**src/ccpd_defs.svh**
```systemverilog
// constants for the clock and sync power-down control block
// assumes inclusion by bare name from every design file of the block
`ifndef CCPD_DEFS_SVH
`define CCPD_DEFS_SVH
`define CCPD_ADDR_W 12
`define CCPD_OFS_CLKCFG 12'h080
`define CCPD_OFS_SYNC 12'h081
`define CCPD_BIT_PAIR_A 7
`define CCPD_BIT_PAIR_B 6
`define CCPD_BIT_ALL 5
`define CCPD_BIT_SPLL 4
`define CCPD_BIT_CREC 3
`define CCPD_BIT_SYNC_PD 4
`define CCPD_BIT_HYS 3
`define CCPD_BIT_EDGE 2
`define CCPD_CLKCFG_RST 8'hf8
`define CCPD_SYNC_RST 8'h10
`define CCPD_CLKCFG_WMASK 8'hf8
`define CCPD_SYNC_WMASK 8'h1c
`define CCPD_SYNC_STAGES 2
`endif

```
**src/ccpd_pkg.sv**
```systemverilog
// types shared by the clock and sync power-down control block
// assumes ccpd_defs.svh is on the include path
`include "ccpd_defs.svh"
package ccpd_pkg;
  // register read or write request from the documented register port
  typedef struct packed {
    logic wr;
    logic rd;
    logic [`CCPD_ADDR_W-1:0] addr;
    logic [7:0] wdata;
  } ccpd_req_t;
  // decoded power-down and sync controls
  typedef struct packed {
    logic pair_a_clock_powerdown;
    logic pair_b_clock_powerdown;
    logic all_converter_clock_powerdown;
    logic serial_pll_ref_powerdown;
    logic clock_receiver_powerdown;
    logic sync_receiver_powerdown;
    logic sync_hysteresis_enable;
    logic sync_sample_edge_select;
  } ccpd_ctrl_t;
endpackage : ccpd_pkg

```
**src/ccpd_top.sv**
```systemverilog
// clock and sync-reference power-down control registers and gating
// assumes a simple synchronous register port on clk_i, one byte wide
`timescale 1ns/100ps
`default_nettype none
`include "ccpd_defs.svh"
module ccpd_top
  import ccpd_pkg::*;
(
  input wire logic clk_i,
  input wire logic rstn_i,
  input wire logic reg_wr_i,
  input wire logic reg_rd_i,
  input wire logic [`CCPD_ADDR_W-1:0] reg_addr_i,
  input wire logic [7:0] reg_wdata_i,
  input wire logic sync_ref_i,
  output logic [7:0] reg_rdata_o,
  output logic pair_a_clk_en_o,
  output logic pair_b_clk_en_o,
  output logic serial_pll_ref_en_o,
  output logic clock_receiver_en_o,
  output logic sync_receiver_en_o,
  output logic sync_hysteresis_en_o,
  output logic sync_align_pulse_o
);
  ccpd_req_t req;
  ccpd_ctrl_t ctrl;
  logic [7:0] clkcfg_r;
  logic [7:0] sync_r;
  logic [7:0] rdata_r;
  logic pa_en_r;
  logic pb_en_r;
  logic spll_en_r;
  logic crec_en_r;
  logic srec_en_r;
  logic hys_r;
  logic pulse_w;

  // request bundle and address decode
  assign req = '{wr: reg_wr_i, rd: reg_rd_i, addr: reg_addr_i,
                 wdata: reg_wdata_i};
  wire logic sel_clk = req.addr == `CCPD_OFS_CLKCFG;
  wire logic sel_sync = req.addr == `CCPD_OFS_SYNC;
  // write masks keep reserved bits at zero
  wire logic [7:0] clkcfg_nxt = (req.wr && sel_clk) ?
    (req.wdata & `CCPD_CLKCFG_WMASK) : clkcfg_r;
  wire logic [7:0] sync_nxt = (req.wr && sel_sync) ?
    (req.wdata & `CCPD_SYNC_WMASK) : sync_r;
  // unmapped addresses read zero; data holds until the next read so
  // software may pick it up at leisure
  wire logic [7:0] rdata_nxt = !req.rd ? rdata_r :
    sel_clk ? clkcfg_r : sel_sync ? sync_r : 8'h00;

  // field view of the two registers
  assign ctrl.pair_a_clock_powerdown = clkcfg_r[`CCPD_BIT_PAIR_A];
  assign ctrl.pair_b_clock_powerdown = clkcfg_r[`CCPD_BIT_PAIR_B];
  assign ctrl.all_converter_clock_powerdown = clkcfg_r[`CCPD_BIT_ALL];
  assign ctrl.serial_pll_ref_powerdown = clkcfg_r[`CCPD_BIT_SPLL];
  assign ctrl.clock_receiver_powerdown = clkcfg_r[`CCPD_BIT_CREC];
  assign ctrl.sync_receiver_powerdown = sync_r[`CCPD_BIT_SYNC_PD];
  assign ctrl.sync_hysteresis_enable = sync_r[`CCPD_BIT_HYS];
  assign ctrl.sync_sample_edge_select = sync_r[`CCPD_BIT_EDGE];

  // a dead clock receiver starves the pairs and the serial PLL reference, so it gates them too
  // pair A enable
  wire logic pa_en_nxt = ~ctrl.pair_a_clock_powerdown &
    ~ctrl.all_converter_clock_powerdown & ~ctrl.clock_receiver_powerdown;
  // pair B enable; global gate applies to both
  wire logic pb_en_nxt = ~ctrl.pair_b_clock_powerdown &
    ~ctrl.all_converter_clock_powerdown & ~ctrl.clock_receiver_powerdown;
  wire logic spll_en_nxt = ~ctrl.serial_pll_ref_powerdown &
    ~ctrl.clock_receiver_powerdown;
  wire logic crec_en_nxt = ~ctrl.clock_receiver_powerdown;
  wire logic srec_en_nxt = ~ctrl.sync_receiver_powerdown;

  // registers, reset to documented power-down defaults
  always_ff @(posedge clk_i or negedge rstn_i)
  begin
    if (!rstn_i)
    begin
      clkcfg_r <= `CCPD_CLKCFG_RST;
      sync_r <= `CCPD_SYNC_RST;
      rdata_r <= 8'h00;
    end
    else
    begin
      clkcfg_r <= clkcfg_nxt;
      sync_r <= sync_nxt;
      rdata_r <= rdata_nxt;
    end
  end

  // enables registered so every output comes from a flop; the extra
  // cycle of latency is traded for glitch-free gate controls
  always_ff @(posedge clk_i or negedge rstn_i)
  begin
    if (!rstn_i)
    begin
      pa_en_r <= 1'b0;
      pb_en_r <= 1'b0;
      spll_en_r <= 1'b0;
      crec_en_r <= 1'b0;
      srec_en_r <= 1'b0;
      hys_r <= 1'b0;
    end
    else
    begin
      pa_en_r <= pa_en_nxt;
      pb_en_r <= pb_en_nxt;
      spll_en_r <= spll_en_nxt;
      crec_en_r <= crec_en_nxt;
      srec_en_r <= srec_en_nxt;
      hys_r <= ctrl.sync_hysteresis_enable;
    end
  end

  // no alignment once the sync receiver has been off for a cycle
  ccpd_sync_sampler u_sampler (
    .clk_i(clk_i),
    .rstn_i(rstn_i),
    .sync_i(sync_ref_i),
    .enable_i(srec_en_r),
    .rise_sel_i(ctrl.sync_sample_edge_select),
    .pulse_o(pulse_w)
  );

  assign reg_rdata_o = rdata_r;
  assign pair_a_clk_en_o = pa_en_r;
  assign pair_b_clk_en_o = pb_en_r;
  assign serial_pll_ref_en_o = spll_en_r;
  assign clock_receiver_en_o = crec_en_r;
  assign sync_receiver_en_o = srec_en_r;
  assign sync_hysteresis_en_o = hys_r;
  assign sync_align_pulse_o = pulse_w;
endmodule // ccpd_top
`default_nettype wire

```
**src/ccpd_sync_sampler.sv**
```systemverilog
// sync reference sampler: two-flop synchroniser, then edge choice
// assumes sync_i is asynchronous to clk_i and comes from the receiver
`timescale 1ns/100ps
`default_nettype none
`include "ccpd_defs.svh"
module ccpd_sync_sampler
  import ccpd_pkg::*;
(
  input wire logic clk_i,
  input wire logic rstn_i,
  input wire logic sync_i,
  input wire logic enable_i,
  input wire logic rise_sel_i,
  output logic pulse_o
);
  logic [`CCPD_SYNC_STAGES-1:0] sync_r;
  logic last_r;
  logic pulse_r;
  wire logic sync_s = sync_r[`CCPD_SYNC_STAGES-1];
  wire logic rise_w = sync_s & ~last_r;
  wire logic fall_w = ~sync_s & last_r;
  wire logic pulse_nxt = enable_i & (rise_sel_i ? rise_w : fall_w);
  // first stage only feeds the second; edges use the synced copy
  always_ff @(posedge clk_i or negedge rstn_i)
  begin
    if (!rstn_i)
    begin
      sync_r <= '0;
      last_r <= 1'b0;
      pulse_r <= 1'b0;
    end
    else
    begin
      sync_r <= {sync_r[`CCPD_SYNC_STAGES-2:0], sync_i};
      last_r <= sync_s;
      pulse_r <= pulse_nxt;
    end
  end
  assign pulse_o = pulse_r;
endmodule // ccpd_sync_sampler
`default_nettype wire

```
**config.mk**
```make
export PLATFORM = sky130hd
export DESIGN_NAME = ccpd_top
export DESIGN_NICKNAME = d
export VERILOG_FILES = /design/src/ccpd_pkg.sv /design/src/ccpd_top.sv /design/src/ccpd_sync_sampler.sv
export VERILOG_INCLUDE_DIRS = /design/src
export SDC_FILE = /design/constraint.sdc
export NUM_CORES = 1
export LEC_CHECK = 0
export BUFFER_PORTS_ARGS = -buffer_cell sky130_fd_sc_hd__clkbuf_2
export CORE_MARGIN = 2
export CORE_UTILIZATION = 25
export DETAILED_ROUTE_END_ITERATION = 10
export MAX_ROUTING_LAYER = met4
export SYNTH_ARGS = -nofsm -noshare
export SYNTH_HDL_FRONTEND = slang
export SYNTH_SLANG_ARGS = --single-unit
```
**constraint.sdc**
```tcl
create_clock -name clk_i -period 1.4 [get_ports clk_i]
set_clock_uncertainty 0.15 [all_clocks]
set_input_delay 0.07 -clock clk_i [delete_from_list [all_inputs] [get_ports clk_i]]
set_output_delay 0.07 -clock clk_i [all_outputs]
set_load 0.01 [all_outputs]
```
[Word-level counts from Yosys, hierarchy flattened]
Cells that the tools add are included.
Cells by class
  bitwise operators: 16
  equality and inequality tests: 2
  mux-type cells: 3
  reductions and logical operators: 2
Operators with widths (number)
  $eq A12 B8 Y1 const B: 2
  $and A1 B1 Y1: 8
  $mux W8: 1
  $not A1 Y1: 8
  $mux W5: 1
  $logic_and A1 B1 Y1: 2
  $mux W1: 1
Storage, ports and cells
  bits of input ports: 25
  output and inout bits: 15
  bits in registers: 26
  logic and storage cells: 35

[Depth between registers and ports, before layout]
  word-level depth: 4
  depth in mapped cells: 3
  mapped depth without buffers: 3

[Hierarchy]
A second synthesis with hierarchy kept.
Unflattened totals
  cell total of the unflattened synthesis: 72
  area total of the unflattened synthesis: 988.4 um2
Modules (own cells, without submodules)
  ccpd_top: times used 1, area an instance 864.6 um2, seq. area each 508.0 um2, cells each 65
  ccpd_sync_sampler: times used 1, area an instance 123.9 um2, seq. area each 100.1 um2, cells each 7

[Least setup slack after synthesis]
Ideal clock, no wire load.
  path type: in2reg
  from: in reg_addr_i[5]
  to: reg sync_r[2]
  cell stages on the path: 3
  data required time: 1125 ps
  arrival time: 978 ps
  path slack: 148 ps
  path buffers: 0
  setup time: 125 ps
  cells stage by stage: nor3_1 -> and4_2 -> mux2_2
Between the ends
  cells in the longest elaborated chain, start to end: 2
Ends and longest elaborated chain
  start: declaration: RTL line ccpd_top.sv:13  | input wire logic [`CCPD_ADDR_W-1:0] reg_addr_i,
  $eq A12 B8 Y1 (no line)
  $logic_and A1 B1 Y1: RTL line ccpd_top.sv:46  | wire logic [7:0] sync_nxt = (req.wr && sel_sync) ?
  end signal: assignment: RTL line ccpd_top.sv:81  | sync_r <= `CCPD_SYNC_RST;
  end signal: assignment: RTL line ccpd_top.sv:87  | sync_r <= sync_nxt;
  end: declaration: RTL line ccpd_top.sv:28  | logic [7:0] sync_r;
Every way passes these cells.
A chain may end at the register's enable or synchronous reset.

[Worst setup path after layout]
  from: reg clkcfg_r[3]
  to: reg rdata_r[3], in the netlist reg_rdata_o[3]
Between the ends
  cells in the longest elaborated chain, start to end: 1
Ends and longest elaborated chain
  start: declaration: RTL line ccpd_top.sv:27  | logic [7:0] clkcfg_r;
  start signal: assignment: RTL line ccpd_top.sv:80  | clkcfg_r <= `CCPD_CLKCFG_RST;
  start signal: assignment: RTL line ccpd_top.sv:86  | clkcfg_r <= clkcfg_nxt;
  $mux W8: RTL line ccpd_top.sv:51  | sel_clk ? clkcfg_r : sel_sync ? sync_r : 8'h00;
  end signal: assignment: RTL line ccpd_top.sv:88  | rdata_r <= rdata_nxt;
  end: declaration: RTL line ccpd_top.sv:29  | logic [7:0] rdata_r;
Every way passes these cells.

==> results_dict.tcl <==
set metrics [dict create \
    areaGrowthSynthToFinish_pct 37.1 \
    h-tree-depth 1 \
    drv_cap 0 \
    vias 702 \
    post_drt_wl_per_cell_microns 11.8 \
    critPathKind "flip-flop to flip-flop" \
    antenna_found_initial 0 \
    switching_power_w 0.000251 \
    nets 146 \
    synth-main-ff-cell "dfrtp_1" \
    firstDrtPassIters 4 \
    initial_utilization_pct 26.4 \
    cts.sinks 24 \
    die_area_sq_um 4400 \
    sw_frac_of_total_pct 20.8 \
    placed_cells 156 \
    synth_cells 73 \
    fill_cells 391 \
    cts_buffers 3 \
    grt_pass1_wl_mm 3.40 \
    outcome "finished clean" \
    power_leakage_nw 0.607 \
    fin_crit_sh_pct 81.9 \
    synth.largest_area_cell "dfrtp_1" \
    syn_area_per_cell_sq_um 13.3 \
    synth_area_leaders "dfrtp_1, dfstp_2, mux2_2, o22ai_1, mux2_1" \
    synth_common_cells "dfrtp_1, inv_1, mux2_2" \
    finalHoldViolations 0 \
    netlist-cell-type-count 21 \
    ff_latch_area_sq_um 608 \
    cts.repair.resized 0 \
    setup_viol 0 \
    clock_path_buffers 2 \
    finalCriticalPeriod_ns 1.15 \
    worstPathMaxFanout 6 \
    cts_root_buffer "clkbuf_8" \
    cp_slowest_stage_delay_ns 0.58 \
    drt_iter0_drc 6 \
    worstHoldPathType "input port to flip-flop" \
    rsz0062_at_grt "false" \
    synth-edff-count 0 \
    grt_overflow_total 0 \
    critPathArrivalTime_ns 1.18 \
    max_freq_mhz 872 \
    ys_seq_elements 24 \
    required_ns 1.43 \
    power_frac_clock_pct 33.3 \
    crit_path_end_kind "flip-flop" \
    drc 0 \
    yosysMostFrequentCell "dfrtp_1" \
    gr-usage-all-layers_pct 10.5 \
    postCtsSetupBuffers 0 \
    hpwl_mm 1.55 \
    startpoint_type "flip-flop" \
    ios 40 \
    gp_congestion 0.717 \
    syn-cell-area_sq_um 972 \
    multi_input_area_sq_um 319 \
    finalNonFillerCells 168 \
    final_core_util_pct 36.1 \
    ys_warn_count 0 \
    antenna_left 0 \
    drive_gt1_share_pct 47.5 \
    peakVddDrop_uv 345 \
    drv_slew 0 \
    crit_chain "mux2_2, nand2_1, o22ai_1" \
    async_flop_share_pct 100 \
    synth.top_cell.area_share_pct 46.3 \
    rows 22 \
    ys_seq_area_share_pct 62.5 \
    viasPerCell 4.18 \
    die_h_microns 66.4 \
    maxSlewHeadroom_pct 61.5 \
    power_density_nw_per_um2 905 \
    path_clk_slew_ns 0.08 \
    coreArea_sq_um 3690 \
    clk_latency_ns 0.26 \
    slowest_stage "dfstp_2" \
    power_frac_comb_pct 8.1 \
    die_x_microns 66.4 \
    worst_pin_slew_ns 0.578 \
    place.port_buffers 35 \
    drt_wl_total_mm 1.98 \
    grt_max_degree 25 \
    cts_tree "yes" \
    grt_pass1_vias 788 \
    diodes 0 \
    p_int_w 0.000955 \
    pwr-share-seq_pct 58.6 \
]
layout by cell type, fill, tap and decap left out, drive strengths merged, types with 2 or more instances in the layout:
master       Yosys  routed
buf              2       2
clkbuf           1      39
conb             1       2
dfrtp           18      18
dfstp            6       6
dlygate4sd3      0       8
inv              8       8
mux2            10      10
nand2            3       3
nand3            2       2
nand3b           4       4
nor2             2       2
nor3             3       3
o22ai            6       6
logic make-up after synthesis:
family	Yosys count	share of synthesized area, %
AOI/OAI and AO/OA	7	4.63
other	1	0.386
muxes	10	11.6
and+or+nand+nor	20	15.8
buffers and inverters	11	5.02
DFF	24	62.5
area by class of cell:
type	count	share of cell area [%]
well taps	48	4.51
clock buffers	4	3.38
repair buffers	45	20.3
flip-flops and latches	24	45.6
inverters	8	2.25
multi-input cells	39	23.9
power by group through the flow:
stage / Clock [W] / Combinational, W / Sequential (W)
2_1_floorplan: 0 / 0.0000245 / 0.000720
3_3_place_gp: 0 / 0.0000788 / 0.000719
3_5_place_dp: 0 / 0.0000820 / 0.000719
4_1_cts: 0.000411 / 0.0000994 / 0.000706
5_1_grt: 0.000431 / 0.000110 / 0.000707
6_report: 0.000402 / 0.0000975 / 0.000706
per-layer routing:
metal	vias to the layer above	track usage, %	share of wire (%)
li1	341	-	-
met1	331	12.5	44
met2	28	17.1	48
met3	2	2.04	7.2
met4	0	4.59	1.1
met5	-	-	0
worst max-delay path: cells and delay by family, from the launching register on:
family	cells	cell delay (ns)
compound gates	1	0.12
simple gates	1	0.06
flops	1	0.58
mux	1	0.16
flip-flops by register name, indices dropped and copies added, names as in the netlist, 2 cells and up:
name / flops
u_sampler.sync_r: 2
reg_rdata_o: 6
clkcfg_r: 5
sync_r: 3
per-stage QoR:
step	total power [W]	hold WS [ns]	setup TNS [ns]	setup WS, ns	area (sq um)
3_5_place_dp	0.000801	-0.0627	-0.0662	-0.0355	1210
3_3_place_gp	0.000798	-0.0799	0	0.0102	1210
4_1_cts	0.00122	0.0163	0	0.245	1330
2_1_floorplan	0.000744	-0.376	0	0.148	976
6_report	0.00121	0.0163	0	0.253	1330
5_1_grt	0.00125	0.0455	0	0.195	1330
final timing paths:
path / start / endpoint / slack [ns] / cells past startpoint
setup / recovery: clkcfg_r[3] / reg_rdata_o[3] / 0.25 / 3
hold / removal: reg_addr_i[0] / reg_rdata_o[2] / 0.02 / 3
setup reg to reg: clkcfg_r[3] / reg_rdata_o[3] / 0.25 / 3
hold reg to reg: u_sampler.sync_r[0] / u_sampler.sync_r[1] / 0.21 / 0
max in group asynchronous: rstn_i / pair_a_clk_en_o / 0.52 / 2
min in group asynchronous: rstn_i / sync_hysteresis_en_o / 0.20 / 2
timing repair:
item	in CTS	in global routing
hold buffers	8	0
endpoints found under the setup margin	0	0
hold endpoints to repair	27	0
Note: power is estimated with default switching activity, not from simulation.
